<file path="src/hw/pme_pkg.sv">
// constants, register map and types of the power-management event block
// assumes a 20 MHz system clock and a 32-bit APB register bus
package pme_pkg;
    // clock and time base
    localparam int unsigned CLK_HZ = 20_000_000;
    localparam int unsigned CYC_PER_MS = CLK_HZ / 1000;
    localparam int unsigned CYC_PER_US = CLK_HZ / 1_000_000;
    // power-good first stage, lower bound of each range
    localparam int unsigned PG1_SLOW_MS = 300;
    localparam int unsigned PG1_FAST_MS = 200;
    localparam int unsigned PG1_SLOW_CYC = PG1_SLOW_MS * CYC_PER_MS;
    localparam int unsigned PG1_FAST_CYC = PG1_FAST_MS * CYC_PER_MS;
    // power-good second stage
    localparam int unsigned PG2_SHORT_MS = 32;
    localparam int unsigned PG2_MID_MS = 96;
    localparam int unsigned PG2_LONG_MS = 250;
    localparam int unsigned PG2_SHORT_CYC = PG2_SHORT_MS * CYC_PER_MS;
    localparam int unsigned PG2_MID_CYC = PG2_MID_MS * CYC_PER_MS;
    localparam int unsigned PG2_LONG_CYC = PG2_LONG_MS * CYC_PER_MS;
    // power-switch pulses
    localparam int unsigned ON_PULSE_MS = 500;
    localparam int unsigned ON_PULSE_CYC = ON_PULSE_MS * CYC_PER_MS;
    localparam int unsigned OS_PULSE_US = 100;
    localparam int unsigned OS_PULSE_CYC = OS_PULSE_US * CYC_PER_US;
    localparam int CNT_W = 24;
    typedef logic [CNT_W-1:0] count_t;
    localparam count_t CNT_ZERO = 24'h000000;
    localparam count_t CNT_ONE = 24'h000001;
    // register indexes; byte address is four times the index
    localparam int ADDR_W = 12;
    localparam logic [9:0] IDX_PG_MISC = 10'h0e6;
    localparam logic [9:0] IDX_WAKE_OPT = 10'h0e7;
    localparam logic [9:0] IDX_RSVD_E8 = 10'h0e8;
    localparam logic [9:0] IDX_RSVD_E9 = 10'h0e9;
    localparam logic [9:0] IDX_RST_OUT = 10'h0f2;
    localparam logic [9:0] IDX_STAT_LO = 10'h0f3;
    localparam logic [9:0] IDX_STAT_HI = 10'h0f4;
    localparam logic [9:0] IDX_EN_LO = 10'h0f6;
    localparam logic [9:0] IDX_EN_HI = 10'h0f7;
    // reset values and writable masks
    localparam logic [7:0] PG_MISC_RST = 8'h1c;
    localparam logic [7:0] PG_MISC_MASK = 8'hbe;
    localparam logic [7:0] WAKE_OPT_RST = 8'h00;
    localparam logic [7:0] WAKE_OPT_MASK = 8'hf9;
    localparam logic [7:0] RST_OUT_RST = 8'h7c;
    localparam logic [7:0] RST_OUT_MASK = 8'h7d;
    localparam logic [7:0] STAT_LO_MASK = 8'h3f;
    localparam logic [7:0] STAT_HI_MASK = 8'h0d;
    localparam logic [7:0] BYTE_ZERO = 8'h00;
    // field positions
    localparam int MOUSE_SEL_BIT = 7;
    localparam int INTRUSION_CLR_BIT = 5;
    localparam int LAST_OFF_BIT = 4;
    localparam int PG1_FAST_BIT = 3;
    localparam int PG2_SEL_LSB = 1;
    localparam int RETRIG_BIT = 0;
    localparam int KEY_SET3_BIT = 7;
    localparam int KEY_SET2_BIT = 6;
    localparam int OS_KEY_BIT = 5;
    localparam int ON_PULSE_BIT = 4;
    localparam int WDT_SRC_BIT = 3;
    localparam int HM_SRC_BIT = 0;
    localparam int RST_EN_LSB = 2;
    localparam int MASTER_EN_BIT = 0;
    localparam int HM_EVT_BIT = 3;
    localparam int WDT_EVT_BIT = 2;
    localparam int RING_EVT_BIT = 0;
    // second-stage delay codes
    localparam logic [1:0] PG2_NONE = 2'b00;
    localparam logic [1:0] PG2_SHORT = 2'b01;
    localparam logic [1:0] PG2_MID = 2'b10;
    // event sources of the low status register, bit 5 down to 0
    typedef struct packed {
        logic mouse;
        logic keyboardController;
        logic printerPort;
        logic floppyController;
        logic firstUart;
        logic secondUart;
    } low_events_t;
    typedef enum logic [1:0] {
        PG_OFF = 2'b00,
        PG_STAGE1 = 2'b01,
        PG_STAGE2 = 2'b10,
        PG_ON = 2'b11
    } pg_state_t;
endpackage

</file>
<file path="src/hw/acpi_pme_power_ok_control.sv">
// power-management event, power-good sequencing and reset-output control
// assumes an APB master on sys_clk, event sources on sys_clk and three
// asynchronous pins (power-good low stage, LPC reset, ring indicate B)
//
// What this block does
// - intrusion clear bit held, not self-clearing
// - keep last-state flag, one means off
// - first power-good stage 300 or 200 ms
// - second stage none, 32, 96, 250 ms
// - retrigger bit reruns power-good, self-clears
// - third key set matched when enabled
// - second key set matched when enabled
// - os wake key pulses power switch
// - half-second low pulse on-recovery power switch
// - watchdog reset from LPC or power-good
// - monitor reset from power-good or LPC
// - five reset-output enables, reset value 7c
// - master enable gates the event output
// - low status flags latch, write-one clears
// - high status flags latch, write-one clears
// - low enable bits gate matching sources
// - high enable bits gate matching sources
// - mouse wake selector high bit kept
//
// Register access over APB is this design's own decision.
`timescale 1ns/1ps
module acpi_pme_power_ok_control #(
    parameter int unsigned PG1_SLOW_CYC = pme_pkg::PG1_SLOW_CYC,
    parameter int unsigned PG1_FAST_CYC = pme_pkg::PG1_FAST_CYC,
    parameter int unsigned PG2_SHORT_CYC = pme_pkg::PG2_SHORT_CYC,
    parameter int unsigned PG2_MID_CYC = pme_pkg::PG2_MID_CYC,
    parameter int unsigned PG2_LONG_CYC = pme_pkg::PG2_LONG_CYC,
    parameter int unsigned ON_PULSE_CYC = pme_pkg::ON_PULSE_CYC,
    parameter int unsigned OS_PULSE_CYC = pme_pkg::OS_PULSE_CYC
) (
    // clock and reset
    input wire logic sys_clk,
    input wire logic rst_n,
    // apb slave
    input wire logic psel,
    input wire logic penable,
    input wire logic pwrite,
    input wire logic [pme_pkg::ADDR_W-1:0] paddr,
    input wire logic [31:0] pwdata,
    output logic [31:0] prdata,
    output logic pready,
    output logic pslverr,
    // event sources on sys_clk
    input wire pme_pkg::low_events_t lowEvents,
    input wire logic hardwareMonitorIrq,
    input wire logic watchdogTimeoutN,
    // keyboard wake inputs on sys_clk
    input wire logic keyboardWakeEnable,
    input wire logic [2:0] keySetMatch,
    input wire logic osWakeKey,
    input wire logic powerLossOnRecover,
    // asynchronous pins
    input wire logic powerGoodLowStagePin,
    input wire logic lpcResetPinN,
    input wire logic ringIndicateBPinN,
    // outputs
    output logic pmeN,
    output logic powerGoodMidStage,
    output logic powerGoodOut,
    output logic powerSwitchOutN,
    output logic keyboardWakeEvent,
    output logic [4:0] resetOutputN,
    output logic watchdogResetN,
    output logic hardwareMonitorResetN,
    output logic chassisIntrusionClear,
    output logic lastStateOff,
    output logic mouseWakeSelectHi
);

    function automatic logic [pme_pkg::ADDR_W-1:0] regAddr(
        input logic [9:0] idx);
        regAddr = {idx, 2'b00};
    endfunction

    function automatic pme_pkg::count_t toCount(input int unsigned cyc);
        toCount = pme_pkg::CNT_W'(cyc);
    endfunction

    logic [7:0] pgMiscReg, wakeOptReg, rstOutReg;
    logic [7:0] statLoReg, statHiReg, enLoReg, enHiReg;
    logic retrigReg;
    logic [31:0] prdataReg;
    logic preadyReg, pslverrReg;
    logic [2:0] pinS1, pinS2, pinS3, pinFilt;
    pme_pkg::pg_state_t pgState, pgNext;
    pme_pkg::count_t pgCnt, pgCntNext, psCnt, psCntNext;
    logic pmeNReg, midReg, pgOutReg, psOutNReg, kbWakeReg;
    logic [4:0] rstOutNReg;
    logic wdtRstNReg, hmRstNReg;

    // address decode and strobes
    wire setupPhase = psel & ~penable;
    wire accessDone = psel & penable & pready;
    wire wrStrobe = accessDone & pwrite;
    wire [7:0] wrByte = pwdata[7:0];
    wire hitPg = paddr == regAddr(pme_pkg::IDX_PG_MISC);
    wire hitWake = paddr == regAddr(pme_pkg::IDX_WAKE_OPT);
    wire hitRstOut = paddr == regAddr(pme_pkg::IDX_RST_OUT);
    wire hitStLo = paddr == regAddr(pme_pkg::IDX_STAT_LO);
    wire hitStHi = paddr == regAddr(pme_pkg::IDX_STAT_HI);
    wire hitEnLo = paddr == regAddr(pme_pkg::IDX_EN_LO);
    wire hitEnHi = paddr == regAddr(pme_pkg::IDX_EN_HI);
    wire wrPg = wrStrobe & hitPg;
    wire retrigWrite = wrPg & wrByte[pme_pkg::RETRIG_BIT];

    // filtered pin levels
    wire lowStage = pinFilt[0];
    wire lpcResetN = pinFilt[1];
    wire ringN = pinFilt[2];

    // read mux; reserved words read zero without error
    logic [7:0] readByte;
    logic hitAny;
    always_comb begin
        readByte = pme_pkg::BYTE_ZERO;
        hitAny = 1'b1;
        if (hitPg) begin
            readByte = {pgMiscReg[7:1], retrigReg};
        end else if (hitWake) begin
            readByte = wakeOptReg;
        end else if (hitRstOut) begin
            readByte = rstOutReg;
        end else if (hitStLo) begin
            readByte = statLoReg;
        end else if (hitStHi) begin
            readByte = statHiReg;
        end else if (hitEnLo) begin
            readByte = enLoReg;
        end else if (hitEnHi) begin
            readByte = enHiReg;
        end else if (paddr == regAddr(pme_pkg::IDX_RSVD_E8)) begin
            readByte = pme_pkg::BYTE_ZERO;
        end else if (paddr == regAddr(pme_pkg::IDX_RSVD_E9)) begin
            readByte = pme_pkg::BYTE_ZERO;
        end else begin
            hitAny = 1'b0;
        end
    end

    // apb answer: one wait-free access cycle after every setup cycle
    always_ff @(posedge sys_clk or negedge rst_n) begin
        if (!rst_n) begin
            prdataReg <= 32'h00000000;
            preadyReg <= 1'b0;
            pslverrReg <= 1'b0;
        end else begin
            preadyReg <= setupPhase;
            pslverrReg <= setupPhase & ~hitAny;
            if (setupPhase) begin
                prdataReg <= {24'h000000, readByte};
            end
        end
    end

    // pin synchronisers; a change counts once stages two and three agree
    // stages reset to the idle pin levels so no false edge follows reset
    always_ff @(posedge sys_clk or negedge rst_n) begin
        if (!rst_n) begin
            pinS1 <= 3'h6;
            pinS2 <= 3'h6;
            pinS3 <= 3'h6;
            pinFilt <= 3'h6;
        end else begin
            pinS1 <= {ringIndicateBPinN, lpcResetPinN, powerGoodLowStagePin};
            pinS2 <= pinS1;
            pinS3 <= pinS2;
            pinFilt <= (pinS2 & pinS3) | (pinFilt & (pinS2 | pinS3));
        end
    end

    // event sources; ring indicate and watchdog timeout are active low
    wire [7:0] setLo = {2'b00, lowEvents} & pme_pkg::STAT_LO_MASK;
    wire [7:0] setHi = {4'h0, hardwareMonitorIrq, ~watchdogTimeoutN,
                        1'b0, ~ringN};
    // a set in the clear cycle wins so no event is lost
    wire [7:0] clrLo = (wrStrobe & hitStLo) ? wrByte : pme_pkg::BYTE_ZERO;
    wire [7:0] clrHi = (wrStrobe & hitStHi) ? wrByte : pme_pkg::BYTE_ZERO;
    wire [7:0] statLoNext = (statLoReg & ~clrLo) | setLo;
    wire [7:0] statHiNext = (statHiReg & ~clrHi) | setHi;
    wire [7:0] pendLo = statLoReg & enLoReg;
    wire [7:0] pendHi = statHiReg & enHiReg;
    wire masterEn = rstOutReg[pme_pkg::MASTER_EN_BIT];
    wire pmeNext = masterEn & (|{pendLo, pendHi});

    // configuration registers
    always_ff @(posedge sys_clk or negedge rst_n) begin
        if (!rst_n) begin
            pgMiscReg <= pme_pkg::PG_MISC_RST;
            wakeOptReg <= pme_pkg::WAKE_OPT_RST;
            rstOutReg <= pme_pkg::RST_OUT_RST;
            enLoReg <= pme_pkg::BYTE_ZERO;
            enHiReg <= pme_pkg::BYTE_ZERO;
            retrigReg <= 1'b0;
        end else begin
            // intrusion clear stays as written; software re-arms it
            if (wrPg) begin
                pgMiscReg <= wrByte & pme_pkg::PG_MISC_MASK;
            end
            if (wrStrobe & hitWake) begin
                wakeOptReg <= wrByte & pme_pkg::WAKE_OPT_MASK;
            end
            if (wrStrobe & hitRstOut) begin
                rstOutReg <= wrByte & pme_pkg::RST_OUT_MASK;
            end
            if (wrStrobe & hitEnLo) begin
                enLoReg <= wrByte & pme_pkg::STAT_LO_MASK;
            end
            if (wrStrobe & hitEnHi) begin
                enHiReg <= wrByte & pme_pkg::STAT_HI_MASK;
            end
            retrigReg <= retrigWrite;
        end
    end

    // sticky status
    always_ff @(posedge sys_clk or negedge rst_n) begin
        if (!rst_n) begin
            statLoReg <= pme_pkg::BYTE_ZERO;
            statHiReg <= pme_pkg::BYTE_ZERO;
        end else begin
            statLoReg <= statLoNext;
            statHiReg <= statHiNext;
        end
    end

    // power-good sequencer; counts use the lower bound of each range
    wire [1:0] pg2Sel = pgMiscReg[pme_pkg::PG2_SEL_LSB +: 2];
    wire pg1Fast = pgMiscReg[pme_pkg::PG1_FAST_BIT];
    wire pme_pkg::count_t pg1Load = pg1Fast ? toCount(PG1_FAST_CYC)
                                            : toCount(PG1_SLOW_CYC);
    wire pme_pkg::count_t pg2Load =
        (pg2Sel == pme_pkg::PG2_SHORT) ? toCount(PG2_SHORT_CYC) :
        (pg2Sel == pme_pkg::PG2_MID) ? toCount(PG2_MID_CYC) :
        toCount(PG2_LONG_CYC);
    always_comb begin
        pgNext = pgState;
        pgCntNext = pgCnt;
        case (pgState)
            pme_pkg::PG_OFF: begin
                if (lowStage) begin
                    pgNext = pme_pkg::PG_STAGE1;
                    pgCntNext = pg1Load - pme_pkg::CNT_ONE;
                end
            end
            pme_pkg::PG_STAGE1: begin
                if (pgCnt != pme_pkg::CNT_ZERO) begin
                    pgCntNext = pgCnt - pme_pkg::CNT_ONE;
                end else if (pg2Sel == pme_pkg::PG2_NONE) begin
                    pgNext = pme_pkg::PG_ON;
                end else begin
                    pgNext = pme_pkg::PG_STAGE2;
                    pgCntNext = pg2Load - pme_pkg::CNT_ONE;
                end
            end
            pme_pkg::PG_STAGE2: begin
                if (pgCnt != pme_pkg::CNT_ZERO) begin
                    pgCntNext = pgCnt - pme_pkg::CNT_ONE;
                end else begin
                    pgNext = pme_pkg::PG_ON;
                end
            end
            default: begin
                pgCntNext = pme_pkg::CNT_ZERO;
            end
        endcase
        // losing the low stage or a retrigger drops the sequence
        if (!lowStage || retrigWrite) begin
            pgNext = pme_pkg::PG_OFF;
            pgCntNext = pme_pkg::CNT_ZERO;
        end
    end

    always_ff @(posedge sys_clk or negedge rst_n) begin
        if (!rst_n) begin
            pgState <= pme_pkg::PG_OFF;
            pgCnt <= pme_pkg::CNT_ZERO;
        end else begin
            pgState <= pgNext;
            pgCnt <= pgCntNext;
        end
    end

    // power-switch pulse; a running pulse ignores new triggers
    wire onTrig = powerLossOnRecover & wakeOptReg[pme_pkg::ON_PULSE_BIT];
    wire osTrig = osWakeKey & keyboardWakeEnable
                  & wakeOptReg[pme_pkg::OS_KEY_BIT];
    wire psIdle = psCnt == pme_pkg::CNT_ZERO;
    always_comb begin
        psCntNext = psCnt;
        if (!psIdle) begin
            psCntNext = psCnt - pme_pkg::CNT_ONE;
        end else if (onTrig) begin
            psCntNext = toCount(ON_PULSE_CYC);
        end else if (osTrig) begin
            psCntNext = toCount(OS_PULSE_CYC);
        end
    end

    // key sets two and three count only while enabled
    wire kbWakeNext = keySetMatch[0]
        | (keySetMatch[1] & wakeOptReg[pme_pkg::KEY_SET2_BIT])
        | (keySetMatch[2] & wakeOptReg[pme_pkg::KEY_SET3_BIT]);

    // reset outputs follow the filtered LPC reset when enabled
    wire [4:0] rstEn = rstOutReg[pme_pkg::RST_EN_LSB +: 5];
    wire [4:0] rstOutNext = ~(rstEn & {5{~lpcResetN}});
    wire wdtRstNext = wakeOptReg[pme_pkg::WDT_SRC_BIT] ? pgOutReg
                                                       : lpcResetN;
    wire hmRstNext = wakeOptReg[pme_pkg::HM_SRC_BIT] ? lpcResetN
                                                     : pgOutReg;

    // output flops
    always_ff @(posedge sys_clk or negedge rst_n) begin
        if (!rst_n) begin
            psCnt <= pme_pkg::CNT_ZERO;
            psOutNReg <= 1'b1;
            pmeNReg <= 1'b1;
            midReg <= 1'b0;
            pgOutReg <= 1'b0;
            kbWakeReg <= 1'b0;
            rstOutNReg <= 5'h00;
            wdtRstNReg <= 1'b0;
            hmRstNReg <= 1'b0;
        end else begin
            psCnt <= psCntNext;
            psOutNReg <= psCntNext == pme_pkg::CNT_ZERO;
            pmeNReg <= ~pmeNext;
            midReg <= (pgNext == pme_pkg::PG_STAGE2)
                      | (pgNext == pme_pkg::PG_ON);
            pgOutReg <= pgNext == pme_pkg::PG_ON;
            kbWakeReg <= kbWakeNext;
            rstOutNReg <= rstOutNext;
            wdtRstNReg <= wdtRstNext;
            hmRstNReg <= hmRstNext;
        end
    end

    assign prdata = prdataReg;
    assign pready = preadyReg;
    assign pslverr = pslverrReg;
    assign pmeN = pmeNReg;
    assign powerGoodMidStage = midReg;
    assign powerGoodOut = pgOutReg;
    assign powerSwitchOutN = psOutNReg;
    assign keyboardWakeEvent = kbWakeReg;
    assign resetOutputN = rstOutNReg;
    assign watchdogResetN = wdtRstNReg;
    assign hardwareMonitorResetN = hmRstNReg;
    assign chassisIntrusionClear = pgMiscReg[pme_pkg::INTRUSION_CLR_BIT];
    assign lastStateOff = pgMiscReg[pme_pkg::LAST_OFF_BIT];
    assign mouseWakeSelectHi = pgMiscReg[pme_pkg::MOUSE_SEL_BIT];

    // checks
    chk_event_output: assert property (@(posedge sys_clk) disable iff (!rst_n)
        (masterEn && (|pendLo)) |=> !pmeN)
        else $error("event output not asserted for pending source");
    chk_master_gate: assert property (@(posedge sys_clk) disable iff (!rst_n)
        !masterEn [*2] |-> pmeN)
        else $error("event output active with master disabled");
    chk_status_sticky: assert property (@(posedge sys_clk) disable iff (!rst_n)
        (statLoReg[5] && !(wrStrobe && hitStLo && wrByte[5]))
        |=> statLoReg[5])
        else $error("low status flag lost without a clear");
    chk_high_set_wins: assert property (@(posedge sys_clk)
        disable iff (!rst_n)
        hardwareMonitorIrq |=> statHiReg[pme_pkg::HM_EVT_BIT])
        else $error("monitor event not latched");
    chk_intrusion_hold: assert property (@(posedge sys_clk)
        disable iff (!rst_n)
        (chassisIntrusionClear && !wrPg) |=> chassisIntrusionClear)
        else $error("intrusion clear bit changed by itself");
    chk_retrig_drop: assert property (@(posedge sys_clk) disable iff (!rst_n)
        retrigWrite |=> (!powerGoodOut && retrigReg) ##1 !retrigReg)
        else $error("retrigger did not drop power-good or self-clear");
    chk_pg_order: assert property (@(posedge sys_clk) disable iff (!rst_n)
        $rose(powerGoodOut) |-> powerGoodMidStage && lowStage)
        else $error("power-good rose out of order");
    chk_on_pulse: assert property (@(posedge sys_clk) disable iff (!rst_n)
        (psIdle && onTrig) |=> !powerSwitchOutN [*8])
        else $error("recovery pulse on power switch too short");
    chk_rst_disable: assert property (@(posedge sys_clk)
        disable iff (!rst_n)
        !rstEn[0] [*2] |-> resetOutputN[0])
        else $error("disabled reset output asserted");
    chk_wdt_source: assert property (@(posedge sys_clk) disable iff (!rst_n)
        wakeOptReg[pme_pkg::WDT_SRC_BIT] |=>
        watchdogResetN == $past(pgOutReg))
        else $error("watchdog reset not following power-good");
    chk_key_set_gate: assert property (@(posedge sys_clk)
        disable iff (!rst_n)
        (keySetMatch == 3'b100 && !wakeOptReg[pme_pkg::KEY_SET3_BIT])
        |=> !keyboardWakeEvent)
        else $error("disabled key set produced a wake");
endmodule

</file>
<file path="config.mk">
export PLATFORM = sky130hd
export DESIGN_NAME = acpi_pme_power_ok_control
export DESIGN_NICKNAME = d
export VERILOG_FILES = /design/src/hw/pme_pkg.sv /design/src/hw/acpi_pme_power_ok_control.sv
export SDC_FILE = /design/constraint.sdc
export NUM_CORES = 1
export LEC_CHECK = 0
export ABC_CLOCK_PERIOD_IN_PS = 3740
export BUFFER_PORTS_ARGS = -buffer_cell sky130_fd_sc_hd__buf_2
export CELL_PAD_IN_SITES_DETAIL_PLACEMENT = 1
export CELL_PAD_IN_SITES_GLOBAL_PLACEMENT = 2
export CORE_MARGIN = 5
export CORE_UTILIZATION = 32
export CTS_CLUSTER_DIAMETER = 100
export DETAILED_ROUTE_END_ITERATION = 8
export MAX_ROUTING_LAYER = met4
export PLACE_DENSITY_LB_ADDON = 0.1
export SETUP_SLACK_MARGIN = 0.15
export SYNTH_ARGS = -nofsm -noshare
export SYNTH_HDL_FRONTEND = slang
export SYNTH_SLANG_ARGS = --single-unit
</file>
<file path="constraint.sdc">
create_clock -name sys_clk -period 3.74 [get_ports sys_clk]
set_input_delay 0.187 -clock sys_clk [delete_from_list [all_inputs] [get_ports sys_clk]]
set_output_delay 0.187 -clock sys_clk [all_outputs]
set_load 0.01 [all_outputs]
</file>
==> reports/results.tsv <==
stage	metric	value	unit
status	status	finished, final reports clean	
floorplan	die area	23300	µm²
sta	final worst slack	0.306	ns
sta	worst hold slack	0.0186	ns
run	Max Cap Violations	0	
placement	Inst Count DP	974	
global_route	gr usage total	17.2	%
placement	IO buf count	66	
global_route	vias in the first global route	5619	
hold_path	hold crit path type	input pin to register	
route	Routed Antenna Nets	0	
yosys	synthesized area	6510	µm²
floorplan	core area	20200	µm²
sta	setup violators final	0	
yosys	Yosys cell types	68	
sta	Max Slew Vio Count	0	
sta	clk_skew	0.0128	ns
clock_network	CTS clk-pin slew, worst paths	0.06	ns
power	Gate power share	18.5	%
floorplan	Chip Height	153	µm
yosys	Synth warnings	0	
yosys	Synth Register Bits	128	
sta	Final Hold Fails	0	
cells_and_area	layout cells sized above 1	24.0	%
clock_network	clock network latency to the later pin of the worst-skew pair	0.42	ns
clock_network	TritonCTS Sinks	128	
route	first drt pass iteration count	4	
route	WL final	19.2	mm
cells_and_area	Layout Nets	812	
power	power per cell area	541	nW/µm²
clock_network	cts bufs inserted	17	
clock_network	CTS max path bufs	2	
power	sequential power share	41.1	%
cells_and_area	area delta synth->final	21.6	%
yosys	Post-Syn Instances	643	
global_route	first-pass GRT wire length	31.2	mm
route	DRT iter0 DRCs	204	
yosys	Post-synth top flop	dfrtp_1	
sta	RSZ-0062 raised after global routing	false	
route	WL/cell	18.8	µm
global_route	antenna violations before repair	0	
cells_and_area	non-filler instance count after layout	1021	
placement	RePlAce Congestion	0.806	
route	Vias/cell	5.10	
yosys	FFs w/ async S/R, synth	100	%
yosys	EDFF count, synth	0	
placement	DP HPWL	14.0	mm
critical_path	CP Class	register to register	
sta	Rel. slew slack	32.2	%
power	maximum VDD drop	0.304	mV
critical_path	Max FO, Critical Path	6	
placement	Area after DPL	7130	µm²
critical_path	startpoint types	register	
placement	dpl ws	0.189	ns
clock_network	TritonCTS clock tree	built	
yosys	sequential cell area fraction in the yosys report	49.5	%
floorplan	initial cell density of the core	32.3	%
critical_path	worst path required time	4.08	ns
cells_and_area	antenna cells	0	
power	leakage power	3.41	nW
floorplan	die extent in x	153	µm
clock_network	CTS HTree Levels	4	
sta	post-layout min period	3.43	ns
power	switching pwr	1.34	mW
global_route	pin count of the biggest net entering global routing	87	
cells_and_area	Design Area, Final	7920	µm²
route	drt drc	0	
clock_network	post-CTS setup buffer count	0	
power	Internal Power	2.94	mW
sta	Least-Margin Pin Slew	1.01	ns
route	Vias	5208	
global_route	total gr overflow	0	
floorplan	Rows	52	
sta	fmax	291	MHz
power	clock network power share	40.5	%
floorplan	Boundary Pins	115	
sta	Fin Setup TNS	0	ns
critical_path	critical path capture point type	register	
yosys	Mean Syn Cell Area	10.1	µm²
sta	Tcrit/Tclk final	91.8	%
power	sw frac	31.3	%
clock_network	Root Buffer	clkbuf_16	
critical_path	Worst EP arrival	3.77	ns
==> Yosys cell counts, types with 3 or more instances <==
library cell,instances,area share [%]
and3_1,8,0.77
xor2_1,14,1.9
o21ai_0,19,1.5
nor2_1,57,3.3
a21o_1,11,1.3
nand2b_1,11,1.1
xnor2_1,17,2.3
a21oi_1,32,2.5
a211oi_1,7,0.81
nor4_1,15,1.4
dfrtp_1,110,42
nand3_1,12,0.92
or4_1,11,1.3
nand4_1,5,0.48
or3_1,7,0.67
and4_1,4,0.54
inv_1,14,0.81
ha_1,8,1.5
o22ai_1,3,0.29
nor4b_1,3,0.40
maj3_1,3,0.46
a22oi_1,7,0.81
buf_1,3,0.17
a31oi_1,10,0.96
nor3_1,29,2.2
buf_4,25,2.9
a21boi_0,9,1.0
nand2_1,59,3.4
clkbuf_1,12,0.69
and2_1,4,0.38
o31ai_1,3,0.35
mux2_2,34,5.9
dfstp_2,18,7.3
mux2i_1,3,0.46
nor2b_1,9,0.86
a211o_1,3,0.40
==> registers in the layout (all words and copies together) (netlist names), 2 cells and up <==
name and flops:
psCnt 24, pinS3 3, pgState 2, statHiReg 8
pgCnt 24, pinS2 3, resetOutputN 5, enHiReg 3
rstOutReg 6, enLoReg 6, statLoReg 8, wakeOptReg 6
prdata 8, pinS1 3, pgMiscReg 6, pinFilt 3
==> stage by stage <==
stage	power [mW]	utilization, %
6_report	4.28	39.3
5_1_grt	4.51	39.3
4_1_cts	4.31	39.2
3_5_place_dp	2.54	35.4
3_3_place_gp	2.51	35.4
2_1_floorplan	2.26	-
==> routing by layer <==
metal / vias to the layer above / track usage, % / share of wire [%]
li1: 2468 / - / -
met1: 2619 / 22.5 / 46
met2: 86 / 27.3 / 49
met3: 35 / 2.78 / 2.5
met4: 0 / 5.94 / 2.2
met5: - / - / 0
==> layout by cell type (no fill, tap or decap), types with 4 or more instances in the layout <==
| cell | n |
|---|---|
| a211oi_1 | 7 |
| nor2b_1 | 9 |
| a31oi_1 | 10 |
| a21oi_1 | 32 |
| and4_1 | 4 |
| nand2_1 | 59 |
| and2_1 | 4 |
| a22oi_1 | 7 |
| dfrtp_1 | 109 |
| buf_4 | 15 |
| xnor2_1 | 17 |
| clkinv_4 | 7 |
| nand3_1 | 12 |
| o21ai_0 | 19 |
| nor2_1 | 57 |
| a21o_1 | 11 |
| conb_1 | 24 |
| or3_1 | 7 |
| nand4_1 | 5 |
| mux2_2 | 33 |
| buf_2 | 65 |
| or4_1 | 9 |
| a21boi_0 | 9 |
| nor3_1 | 29 |
| inv_1 | 14 |
| xor2_1 | 14 |
| clkbuf_16 | 17 |
| nand2b_1 | 11 |
| dlygate4sd3_1 | 15 |
| dfstp_2 | 18 |
| ha_1 | 8 |
| nor4_1 | 14 |
| and3_1 | 8 |
==> power groups by stage <==
stage	registers [mW]	logic (mW)	clock network (mW)
floorplan	1.72	0.543	0
global placement	1.76	0.757	0
detailed placement	1.77	0.768	0
CTS	1.75	0.791	1.77
global route	1.79	0.886	1.83
finish	1.76	0.791	1.73
==> critical path: stages (launching register included) <==
cell     delay, ns
dfrtp_1       0.44
or4_4         0.60
or4_4         0.52
nor4b_4       0.30
mux2_4        0.34
or4_1         0.52
or4b_1        0.53
nor3_2        0.12
==> what timing repair did <==
item	CTS	global route
setup endpoints to repair	1	1
pin swaps	0	2
hold buffers	15	0
endpoints found under the hold margin	89	0
gates cloned	0	0
gates resized for setup	1	4
==> final timing paths <==
path	startpoint	end	slack, ns	cells past startpoint
max in group asynchronous	rst_n	pmeN$_DFF_PN1_	2.42	3
setup / recovery	psCnt[7]$_DFF_PN0_	powerSwitchOutN$_DFF_PN1_	0.31	7
min in group asynchronous	rst_n	pgCnt[5]$_DFFE_PN0P_	0.42	2
setup reg to reg	psCnt[7]$_DFF_PN0_	powerSwitchOutN$_DFF_PN1_	0.31	7
hold reg to reg	pinS1[0]$_DFF_PN0_	pinS2[0]$_DFF_PN0_	0.35	0
hold / removal	keySetMatch[2]	keyboardWakeEvent$_DFF_PN0_	0.02	2
==> logic make-up (layout without fill, tap and decap cells) <==
family | Yosys count | count (layout) | share of synthesized area [%]
buffers and inverters | 59 | 144 | 5.00
DFF | 128 | 128 | 49.5
muxes | 37 | 37 | 6.34
adders and majority gates | 11 | 11 | 2.00
AOI/OAI and AO/OA | 127 | 127 | 13.2
xor gates and xnor gates | 31 | 31 | 4.17
other | 1 | 24 | 0.0576
and+or+nand+nor | 249 | 249 | 19.7
==> area by class of cell <==
class / count / area (µm²)
well taps: 270 / 338
fillers: 2285 / 12300
multi-input cells: 479 / 3080
repair buffers: 96 / 599
clock buffers: 18 / 429
inverters: 16 / 60.1
flip-flops and latches: 128 / 3230
clock inverters: 14 / 184
Note: power is estimated with default switching activity, not from simulation.
